$ cat src/spa_pkg.sv
package spa_pkg;

	// ==========================================================
	// Register offsets (byte addresses)
	localparam logic [7:0] ADDR_MODE     = 8'h00;
	localparam logic [7:0] ADDR_AVG      = 8'h04;
	localparam logic [7:0] ADDR_OFS0     = 8'h08;
	localparam logic [7:0] ADDR_OFS1     = 8'h0C;
	localparam logic [7:0] ADDR_GAIN0    = 8'h10;
	localparam logic [7:0] ADDR_GAIN1    = 8'h14;
	localparam logic [7:0] ADDR_PATTERN  = 8'h18;
	localparam logic [7:0] ADDR_STATUS   = 8'h1C;
	localparam logic [7:0] ADDR_ENABLE   = 8'h20;
	localparam logic [7:0] ADDR_CLEAR    = 8'h24;
	localparam logic [7:0] ADDR_DATA0    = 8'h28;
	localparam logic [7:0] ADDR_DATA1    = 8'h2C;
	localparam logic [7:0] ADDR_BLKCNT   = 8'h30;

	// ==========================================================
	// Field widths and reset values
	localparam int FMT_W  = 3;
	localparam int EXP_W  = 5;
	localparam int IRQ_W  = 3;
	localparam logic [2:0]  FMT_RESET     = 3'h0;
	localparam logic [4:0]  EXP_RESET     = 5'h00;
	localparam logic [4:0]  EXP_MIN       = 5'h01;
	localparam logic [4:0]  EXP_MAX       = 5'h10;
	localparam logic [23:0] OFS_RESET     = 24'h000000;
	localparam logic [15:0] GAIN_RESET    = 16'h8000;
	localparam int          GAIN_SHIFT    = 15;
	localparam logic [31:0] PATTERN_RESET = 32'h5A5A0F0F;
	localparam logic [23:0] SAT_MAX       = 24'h7FFFFF;
	localparam logic [23:0] SAT_MIN       = 24'h800000;
	localparam int          AVG_FRAC      = 6;

	// ==========================================================
	// Interrupt bit positions
	localparam int IRQ_SAMPLE = 0;
	localparam int IRQ_BLOCK  = 1;
	localparam int IRQ_OVER   = 2;

	// ==========================================================
	// Output formats
	typedef enum logic [2:0] {
		FMT_DIFF24   = 3'b000,
		FMT_DIFF16CM = 3'b001,
		FMT_DIFF24CM = 3'b010,
		FMT_AVERAGE  = 3'b011,
		FMT_PATTERN  = 3'b100
	} spa_fmt_t;

endpackage

$ cat src/spa_top.sv
// Operation
// RULE1 - Boxcar filter averages blocks of two to the exponent, exponent 1 to 16.
// RULE2 - Accumulator clears after each completed block.
// RULE3 - Averaging active only for format 0x3 with exponent 1 to 16.
// RULE4 - Averaging word is 32 bits, low 30 carry the block average.
// RULE5 - Constant input block gives average whose top 24 bits equal the code.
// RULE6 - Bit 30 is overrange, high if any sample in the block saturated.
// RULE7 - Bit 31 is sync, high for one conversion per block at update.
// RULE8 - Average rate is conversion rate over two to exponent; exponent resets 0.
// RULE9 - Each channel adds its own signed 24-bit offset, reset zero.
// RULE10 - Each channel multiplies by unsigned 16-bit gain over 0x8000, reset 0x8000.
// RULE11 - Processed difference code clamps to 0x7FFFFF and 0x800000.
// RULE12 - Format 0x4 outputs the stored test pattern on both channels.
// RULE13 - Test pattern is shared and resets to 0x5A5A0F0F.
// RULE14 - One format setting applies to both channels.
// RULE15 - Formats 0x1, 0x2 append 8-bit common-mode code untouched by offset, gain.
// RULE16 - Difference codes are two's complement.
// RULE17 - Averager takes codes after offset, gain and clamping.
`timescale 1ns/10ps
`default_nettype none

module spa_top
(
	input  wire logic        CLK_I,         // 125 MHz clock
	input  wire logic        RST_N_I,       // Synchronous reset, active low
	input  wire logic        PSEL_I,        // APB select
	input  wire logic        PENABLE_I,     // APB access phase
	input  wire logic        PWRITE_I,      // APB write
	input  wire logic [7:0]  PADDR_I,       // APB byte address
	input  wire logic [31:0] PWDATA_I,      // APB write data
	output logic [31:0]      PRDATA_O,      // APB read data
	output logic             PREADY_O,      // APB ready
	output logic             PSLVERR_O,     // APB error
	input  wire logic        CNV_DONE_I,    // Conversion result valid pulse
	input  wire logic [23:0] CH0_DIFF_I,    // Channel 0 difference code
	input  wire logic [7:0]  CH0_CM_I,      // Channel 0 common-mode code
	input  wire logic [23:0] CH1_DIFF_I,    // Channel 1 difference code
	input  wire logic [7:0]  CH1_CM_I,      // Channel 1 common-mode code
	output logic [31:0]      CH0_DATA_O,    // Channel 0 output word
	output logic [31:0]      CH1_DATA_O,    // Channel 1 output word
	output logic             DATA_VALID_O,  // Output words updated pulse
	output logic             IRQ_O          // Interrupt level
);

	// ==========================================================
	// Functions

	// Offset, gain and clamp; returns {saturated, code}
	function automatic logic [24:0] proc_code(input logic [23:0] diff,
		input logic [23:0] ofs, input logic [15:0] gain);
		logic signed [24:0] sum;
		logic signed [41:0] prod;
		logic signed [26:0] scaled;
		sum = $signed({diff[23], diff}) + $signed({ofs[23], ofs}); // RULE9 RULE16
		prod = sum * $signed({1'b0, gain}); // RULE10
		scaled = prod[41:spa_pkg::GAIN_SHIFT];
		if (scaled > $signed({3'b000, spa_pkg::SAT_MAX})) // RULE11
			proc_code = {1'b1, spa_pkg::SAT_MAX};
		else if (scaled < $signed({3'b111, spa_pkg::SAT_MIN}))
			proc_code = {1'b1, spa_pkg::SAT_MIN};
		else
			proc_code = {1'b0, scaled[23:0]};
	endfunction

	// Block sum to 30-bit average, 6 fraction bits below the 24-bit code
	function automatic logic [29:0] avg30(input logic [39:0] sum, input logic [4:0] n);
		logic signed [45:0] w;
		w = $signed({sum, 6'h00});
		w = w >>> n; // RULE5
		avg30 = w[29:0];
	endfunction

	// ==========================================================
	// Registers
	logic [2:0]  fmt;
	logic [4:0]  avg_exp;
	logic [23:0] ofs [2];
	logic [15:0] gain [2];
	logic [31:0] pattern;
	logic [2:0]  irq_status;
	logic [2:0]  irq_enable;
	logic [15:0] blk_cnt;
	logic [39:0] acc [2];
	logic [1:0]  ovr_acc;
	logic [31:0] data_word [2];
	logic [29:0] avg_hold [2];
	logic [1:0]  ovr_hold;

	logic        wr_en;
	logic        setup;
	logic        cfg_wr;
	logic [2:0]  clr_mask;
	logic        avg_on;
	logic        blk_last;
	logic [24:0] proc [2];
	logic [23:0] diff_in [2];
	logic [7:0]  cm_in [2];
	logic [39:0] next_sum [2];
	logic [2:0]  irq_events;

	assign diff_in[0] = CH0_DIFF_I;
	assign diff_in[1] = CH1_DIFF_I;
	assign cm_in[0]   = CH0_CM_I;
	assign cm_in[1]   = CH1_CM_I;

	// ==========================================================
	// APB slave
	// No wait state: read data is captured in the setup cycle
	assign PREADY_O = PSEL_I & PENABLE_I;
	assign setup    = PSEL_I & ~PENABLE_I;
	assign wr_en    = PSEL_I & PENABLE_I & PWRITE_I;
	assign cfg_wr   = wr_en & ((PADDR_I == spa_pkg::ADDR_MODE) | (PADDR_I == spa_pkg::ADDR_AVG));
	assign clr_mask = (wr_en && PADDR_I == spa_pkg::ADDR_CLEAR) ? PWDATA_I[2:0] : 3'h0;

	always_ff @(posedge CLK_I)
	begin
		if (!RST_N_I)
		begin
			fmt     <= spa_pkg::FMT_RESET;
			avg_exp <= spa_pkg::EXP_RESET; // RULE8
			ofs[0]  <= spa_pkg::OFS_RESET; // RULE9
			ofs[1]  <= spa_pkg::OFS_RESET;
			gain[0] <= spa_pkg::GAIN_RESET; // RULE10
			gain[1] <= spa_pkg::GAIN_RESET;
			pattern <= spa_pkg::PATTERN_RESET; // RULE13
			irq_enable <= 3'h0;
		end
		else if (wr_en)
		begin
			unique case (PADDR_I)
				spa_pkg::ADDR_MODE:    fmt     <= PWDATA_I[2:0]; // RULE14
				spa_pkg::ADDR_AVG:     avg_exp <= PWDATA_I[4:0];
				spa_pkg::ADDR_OFS0:    ofs[0]  <= PWDATA_I[23:0];
				spa_pkg::ADDR_OFS1:    ofs[1]  <= PWDATA_I[23:0];
				spa_pkg::ADDR_GAIN0:   gain[0] <= PWDATA_I[15:0];
				spa_pkg::ADDR_GAIN1:   gain[1] <= PWDATA_I[15:0];
				spa_pkg::ADDR_PATTERN: pattern <= PWDATA_I;
				spa_pkg::ADDR_ENABLE:  irq_enable <= PWDATA_I[2:0];
				default:               ;
			endcase
		end
	end

	always_ff @(posedge CLK_I)
	begin
		if (!RST_N_I)
		begin
			PRDATA_O  <= 32'h00000000;
			PSLVERR_O <= 1'b0;
		end
		else if (setup)
		begin
			PSLVERR_O <= 1'b0;
			unique case (PADDR_I)
				spa_pkg::ADDR_MODE:    PRDATA_O <= {29'h0, fmt};
				spa_pkg::ADDR_AVG:     PRDATA_O <= {27'h0, avg_exp};
				spa_pkg::ADDR_OFS0:    PRDATA_O <= {8'h00, ofs[0]};
				spa_pkg::ADDR_OFS1:    PRDATA_O <= {8'h00, ofs[1]};
				spa_pkg::ADDR_GAIN0:   PRDATA_O <= {16'h0000, gain[0]};
				spa_pkg::ADDR_GAIN1:   PRDATA_O <= {16'h0000, gain[1]};
				spa_pkg::ADDR_PATTERN: PRDATA_O <= pattern;
				spa_pkg::ADDR_STATUS:  PRDATA_O <= {29'h0, irq_status};
				spa_pkg::ADDR_ENABLE:  PRDATA_O <= {29'h0, irq_enable};
				spa_pkg::ADDR_CLEAR:   PRDATA_O <= 32'h00000000;
				spa_pkg::ADDR_DATA0:   PRDATA_O <= data_word[0];
				spa_pkg::ADDR_DATA1:   PRDATA_O <= data_word[1];
				spa_pkg::ADDR_BLKCNT:  PRDATA_O <= {16'h0000, blk_cnt};
				default:
				begin
					PRDATA_O  <= 32'h00000000;
					PSLVERR_O <= 1'b1;
				end
			endcase
		end
	end

	// ==========================================================
	// Sample processing
	always_comb
	begin
		for (int c = 0; c < 2; c++)
		begin
			proc[c] = proc_code(diff_in[c], ofs[c], gain[c]); // RULE17
			next_sum[c] = acc[c] + {{16{proc[c][23]}}, proc[c][23:0]};
		end
	end

	assign avg_on = (fmt == spa_pkg::FMT_AVERAGE) && (avg_exp >= spa_pkg::EXP_MIN)
		&& (avg_exp <= spa_pkg::EXP_MAX); // RULE3
	assign blk_last = ({1'b0, blk_cnt} == ((17'h00001 << avg_exp) - 17'h00001)); // RULE1

	// ==========================================================
	// Boxcar filter
	// A mode or exponent write restarts the block so no block mixes modes or exponents
	always_ff @(posedge CLK_I)
	begin
		if (!RST_N_I || !avg_on || cfg_wr)
		begin
			blk_cnt <= 16'h0000;
			acc[0]  <= 40'h0;
			acc[1]  <= 40'h0;
			ovr_acc <= 2'b00;
		end
		else if (CNV_DONE_I)
		begin
			if (blk_last)
			begin
				blk_cnt <= 16'h0000; // RULE2
				acc[0]  <= 40'h0;
				acc[1]  <= 40'h0;
				ovr_acc <= 2'b00;
			end
			else
			begin
				blk_cnt <= blk_cnt + 16'h0001;
				acc[0]  <= next_sum[0];
				acc[1]  <= next_sum[1];
				ovr_acc <= ovr_acc | {proc[1][24], proc[0][24]}; // RULE6
			end
		end
	end

	// Last completed average, reported with sync low between updates
	always_ff @(posedge CLK_I)
	begin
		if (!RST_N_I)
		begin
			avg_hold[0] <= 30'h0;
			avg_hold[1] <= 30'h0;
			ovr_hold    <= 2'b00;
		end
		else if (CNV_DONE_I && avg_on && !cfg_wr && blk_last)
		begin
			avg_hold[0] <= avg30(next_sum[0], avg_exp); // RULE8
			avg_hold[1] <= avg30(next_sum[1], avg_exp);
			ovr_hold    <= ovr_acc | {proc[1][24], proc[0][24]};
		end
	end

	// ==========================================================
	// Output formatting
	always_ff @(posedge CLK_I)
	begin
		if (!RST_N_I)
		begin
			data_word[0] <= 32'h00000000;
			data_word[1] <= 32'h00000000;
		end
		else if (CNV_DONE_I)
		begin
			for (int c = 0; c < 2; c++)
			begin
				if (avg_on)
				begin
					if (!cfg_wr && blk_last)
						data_word[c] <= {1'b1, ovr_acc[c] | proc[c][24],
							avg30(next_sum[c], avg_exp)}; // RULE4 RULE7
					else
						data_word[c] <= {1'b0, ovr_hold[c], avg_hold[c]};
				end
				else if (fmt == spa_pkg::FMT_PATTERN)
					data_word[c] <= pattern; // RULE12
				else if (fmt == spa_pkg::FMT_DIFF16CM)
					data_word[c] <= {8'h00, proc[c][23:8], cm_in[c]}; // RULE15
				else if (fmt == spa_pkg::FMT_DIFF24CM)
					data_word[c] <= {proc[c][23:0], cm_in[c]};
				else
					data_word[c] <= {{8{proc[c][23]}}, proc[c][23:0]};
			end
		end
	end

	always_ff @(posedge CLK_I)
	begin
		if (!RST_N_I)
			DATA_VALID_O <= 1'b0;
		else
			DATA_VALID_O <= CNV_DONE_I;
	end

	assign CH0_DATA_O = data_word[0];
	assign CH1_DATA_O = data_word[1];

	// ==========================================================
	// Interrupts
	// Set wins over a clear in the same cycle
	assign irq_events[spa_pkg::IRQ_SAMPLE] = CNV_DONE_I;
	assign irq_events[spa_pkg::IRQ_BLOCK]  = CNV_DONE_I & avg_on & ~cfg_wr & blk_last;
	assign irq_events[spa_pkg::IRQ_OVER]   = CNV_DONE_I & (proc[0][24] | proc[1][24]);

	always_ff @(posedge CLK_I)
	begin
		if (!RST_N_I)
			irq_status <= 3'h0;
		else
			irq_status <= (irq_status & ~clr_mask) | irq_events;
	end

	always_ff @(posedge CLK_I)
	begin
		if (!RST_N_I)
			IRQ_O <= 1'b0;
		else
			IRQ_O <= |(((irq_status & ~clr_mask) | irq_events) & irq_enable);
	end

endmodule

`default_nettype wire

$ cat config.mk
export PLATFORM = sky130hd
export DESIGN_NAME = spa_top
export DESIGN_NICKNAME = d
export VERILOG_FILES = /design/src/spa_pkg.sv /design/src/spa_top.sv
export SDC_FILE = /design/constraint.sdc
export NUM_CORES = 2
export LEC_CHECK = 0
export ABC_CLOCK_PERIOD_IN_PS = 16200
export BUFFER_PORTS_ARGS = -buffer_cell sky130_fd_sc_hd__buf_2
export CAP_MARGIN = 20
export CORE_AREA = 10 10 344 346
export DETAILED_ROUTE_END_ITERATION = 8
export DIE_AREA = 0 0 354 356
export GPL_TIMING_DRIVEN = 0
export PLACE_DENSITY = 0.73
export SYNTH_ARGS = -nofsm -noshare
export SYNTH_HDL_FRONTEND = slang
export SYNTH_SLANG_ARGS = --single-unit
$ cat constraint.sdc
create_clock -name CLK_I -period 16.2 [get_ports CLK_I]
set_clock_uncertainty 0.15 [all_clocks]
set_input_delay 2.43 -clock CLK_I [delete_from_list [all_inputs] [get_ports CLK_I]]
set_output_delay 2.43 -clock CLK_I [all_outputs]
set_load 0.05 [all_outputs]
[Word-level counts from Yosys, hierarchy flattened]
Memories as Yosys holds them, arrays and structs flattened.
Index checks and enable logic that the tools add are counted.
Cells by class
  bitwise operators: 41
  shift-type cells: 3
  equal/unequal tests: 17
  add/sub/neg operators: 6
  multiply operators: 2
  reduce and logical (&&, ||, !) cells: 19
  muxes and demuxes: 96
  $lt $le $gt $ge: 6
Operator list (number)
  two-way mux 32 bit: 12
  one-hot mux 32 bit (12 select lines): 1
  two-way mux 40 bit: 4
  two-way mux 25 bit: 4
  >>> shifter 46 x 5 -> 30 bit: 2
  multiplier 25 x 17 -> 42 bit: 2
  adder 40 bit: 2
  two-way mux 1 bit: 66
  two-way mux 30 bit: 2
  greater-than comparator 27 x 24 -> 1 bit, second input constant: 2
  less-than comparator 27 x 24 -> 1 bit, second input constant: 2
  adder 24 x 24 -> 25 bit: 2
  two-way mux 16 bit: 3
  two-way mux 24 bit: 2
  == test 8 x 6 -> 1 bit, second input constant: 5
  == test 8 x 5 -> 1 bit, second input constant: 4
  OR 1 bit: 26
  == test 16 x 17 -> 1 bit: 1
  left shift 1 x 5 -> 17 bit, first input constant: 1
  subtractor 17 x 1 -> 17 bit, second input constant: 1
  adder 16 x 1 -> 16 bit, second input constant: 1
  == test 8 x 4 -> 1 bit, second input constant: 2
  OR reduction 13 bit: 1
  bitwise AND 1 bit: 8
  19 further kinds: 34
Storage, ports and cells
  output and inout port bits: 100
  word-level logic and storage cells: 207
  input port bits: 110
  memories: 5
  memory bits (writable): 284
  register bits: 101
Memory list
  acc: words 2, bits a word 40, rd ports 2, clocked after memory_dff 0, write ports 2, line spa_top.sv:83  | logic [39:0] acc [2];
  data_word: words 2, bits a word 32, rd ports 2, clocked after memory_dff 0, write ports 2, line spa_top.sv:85  | logic [31:0] data_word [2];
  avg_hold: words 2, bits a word 30, rd ports 2, clocked after memory_dff 0, write ports 2, line spa_top.sv:86  | logic [29:0] avg_hold [2];
  ofs: words 2, bits a word 24, rd ports 2, clocked after memory_dff 0, write ports 2, line spa_top.sv:77  | logic [23:0] ofs [2];
  gain: words 2, bits a word 16, rd ports 2, clocked after memory_dff 0, write ports 2, line spa_top.sv:78  | logic [15:0] gain [2];

[Longest topological paths before layout]
  depth after elaboration: 16
  mapped depth: 68
  gate-level depth less buffers: 65

[Worst setup path before layout]
Ideal clock, no wire load.
  path kind: input port to flip-flop
  from: in CH1_DIFF_I[1]
  to: mem data_word[1][17] (data pin)
  arrival time: 16.619 ns
  cell stages on the path: 58
  library setup time: 0.262 ns
  required time: 15.788 ns
  slack: -0.831 ns
  path buffers: 3
  cell sequence: ha_1 -> a21o_1 -> a21oi_1 -> o21bai_1 -> a21oi_1 -> o21bai_1 -> a21oi_1 -> o21ai_0 -> o41ai_1 -> o21ai_0 -> o41ai_1 -> o211ai_1 -> nor4_1 -> and4b_1 -> o21a_1 -> nor2_1 -> xnor2_1 -> clkbuf_1 -> [22 not listed] -> buf_1 -> nand2_1 -> nand2_1 -> ha_1 -> a21o_1 -> a2111o_1 -> a21oi_1 -> o31ai_1 -> a221oi_1 -> o211ai_1 -> o21ai_0 -> xor2_1 -> inv_1 -> mux4_2 -> mux4_2 -> o21ai_0 -> a21oi_1 -> or2_2
RTL lines
  from (decl): line spa_top.sv:37  | input wire logic [23:0] CH1_DIFF_I,
  to (decl): line spa_top.sv:85

==> summary.txt <==
Run status - finished, final reports clean
Arr. time, crit path - 16.32 ns
Count of H-tree levels built during CTS - 2
Total CTS buffers - 43
Worst max-slew margin expressed relative to the limit - 21.6%
Part of the Yosys area used for sequential elements - 19.0%
Via/cell ratio - 6.15
# clock sinks - 385
Pre-Repair DR Iteration Count - 9
Cells after synthesis - 6233
Die area - 126000 sq um
Total of flip-flops plus latches after synthesis - 385
Mean cell area of the mapped netlist - 8.89 sq um
Number of max-slew violations in the final report - 0
Buffers added on ports - 206
Area leader, netlist - fa_1
Clock Latency Late Sink - 0.61 ns
Prevailing post-synth register cell - edfxtp_1
Sequential cell area - 10600 sq um
Number of global-route vias before repair - 49400
Post-Syn Nets - 7440
Final setup violating endpoints - 0
Measured slew at the worst slew-check pin - 1.18 ns
HPWL Detailed - 184000 microns
Post-synth design cell area - 55400 sq um
Wire length after detailed routing - 229000 microns
Initial antenna violation count - 22
Final hold violation count - 0
Area occupied by multi-input gates - 42500 sq um
Critical path endpoint category - flop
Largest net degree at the start of global routing - 70
Count of fill cells added during filler insertion - 9778
Number of enable flip-flop cells after synthesis - 284
Crit path max-delay cell type - fa_1
Post-detailed-route wirelength per cell - 27.9 microns
Starting Density - 49.7%
Max incr delay on CP - 0.58 ns
Worst Path Required - 16.39 ns
Clock transition at the registers of the reported paths - 0.07 ns
Yosys warning count - 0
Most frequent cell on the critical path - fa_1
Area Overhead vs Synth - 16.3%
Number of placement rows - 123
Chip width - 354 microns
Residual overflow from global routing - 0
Most numerous cell in the Yosys netlist - inv_1
Max-capacitance violation count - 0
Top area cells in the synthesized netlist - fa_1 (28%), edfxtp_1 (15%), ha_1 (7.1%)
Number of vias after detailed routing - 50600
Startpoint types - input pin
Final weighted congestion in routability-driven placement - 1.05
Ratio of final minimum period to clock period - 99.6%
Net count of the finished layout - 7895
RSZ-0062 raised after global routing - yes
Number of buffers between clock root and the deepest sink - 3
Area share of the largest cell type after synthesis - 28.3%
Hold crit path type - reg -> reg
Async S/R FF share, synth - 0%
Worst setup path class - in -> reg
Highest achievable clock rate - 62.0 MHz
TritonCTS clock tree - yes
Placeable Area - 112000 sq um
Remaining antenna violation count after routing - 0
Global-route wire length before repair - 330000 microns
Finished Core Util - 57.8%
Root buf cell - clkbuf_16
Vertical extent of the die - 356 microns
Critical-path maximum fanout - 10
Total track usage - 35.3%
Share of final-layout standard cells stronger than drive strength 1 - 15.2%
Final period demand of the worst path - 16.14 ns
Number of placed I/O pins - 210
Post-route DRC - 0
Leading cell types by count after synthesis - inv_1 (991), nand2_1 (853), fa_1 (782)
Number of DRC markers after the initial detailed-route iteration - 6639
Distinct cells, synth - 96
==> cell type report <==
cell class	instances	area share (%)
inverter	992	5.83
buffer	326	2.36
clock inverter	27	0.402
clock buffer	52	1.85
tap	1500	2.91
antenna	11	0.0427
multi-input combinational	4525	65.9
sequential	385	16.4
timing repair buffer	415	4.33
==> registers in the layout, summed over array words and instances, names as in the netlist, 2 cells and up <==
name	flops
gain	32
ofs	48
pattern	32
avg_hold	60
data_word	64
PRDATA_O	32
ovr_acc	2
fmt	3
acc	80
irq_enable	3
irq_status	3
ovr_hold	2
avg_exp	5
blk_cnt	16
==> through the flow <==
step / setup TNS, ns / instances / hold slack [ns] / instance area [sq um] / setup slack (ns)
after floorplan: -0.0406 / 6233 / 0.273 / 55400 / -0.0406
after global placement: -548.85 / 7939 / 0.290 / 58300 / -5.12
after detailed placement: -531.17 / 7950 / 0.288 / 58500 / -4.84
after CTS: 0 / 8118 / 0.302 / 62200 / 0.00128
after global routing: -7.58 / 8229 / 0.342 / 64500 / -0.265
final: 0 / 8233 / 0.303 / 64500 / 0.0638
==> worst paths after layout <==
| path | start | endpoint | slack (ns) | cells after the start |
|---|---|---|---|---|
| setup / recovery | CH0_DIFF_I[0] | data_word[0][25] | 0.06 | 61 |
| hold / removal | ovr_hold[1] | ovr_hold[1] | 0.30 | 2 |
| setup reg to reg | ofs[0][0] | data_word[0][25] | 1.39 | 60 |
| hold reg to reg | ovr_hold[1] | ovr_hold[1] | 0.30 | 2 |
==> worst max-delay path: cells and delay by family <==
family                     cells  cell delay [ns]
AOI/OAI and AO/OA             26             4.56
adders and majority gates     10             4.37
xor gates and xnor gates       2             0.34
buffers and inverters          9             1.04
and+or+nand+nor               11             2.22
muxes                          3             1.32
==> what timing repair did <==
item | in CTS | in global routing
endpoints found under the setup margin | 179 | 120
hold buffers | 0 | 0
gates cloned | 0 | 1
resized for setup | 346 | 335
pin swaps | 89 | 160
setup buffers | 91 | 104
==> per-layer routing <==
metal  GRT usage [%]  up-vias  wire length (microns)
met4            17.1       20                  13400
li1                -    21300                      -
met5           0.500        -                    249
met2            51.0     3476                  95700
met3            11.2      668                  32000
met1            47.4    25200                  88000
==> kinds of logic after synthesis <==
group / share of synthesized area [%]
and+or+nand+nor: 16.9
buffers and inverters: 9.03
adders and majority gates: 35.4
AOI/OAI and AO/OA: 12.7
DFF: 19.0
xor gates and xnor gates: 3.44
muxes: 3.60
==> placed cells by master (no fill, tap or decap), types with 57 or more instances in the layout <==
master	instances
nor3_1	57
ha_1	280
fa_1	763
xnor2_1	98
o21ai_0	140
buf_2	207
mux2i_1	83
nand2_1	833
a21o_1	76
a21oi_1	222
clkbuf_1	256
nand3_1	88
buf_4	195
nor2b_1	60
dfxtp_1	101
and2_1	366
edfxtp_1	284
inv_1	969
nor2_1	407
Power is not shown: default switching activity piles up to over one toggle a cycle in this logic, so the estimate is an artifact.
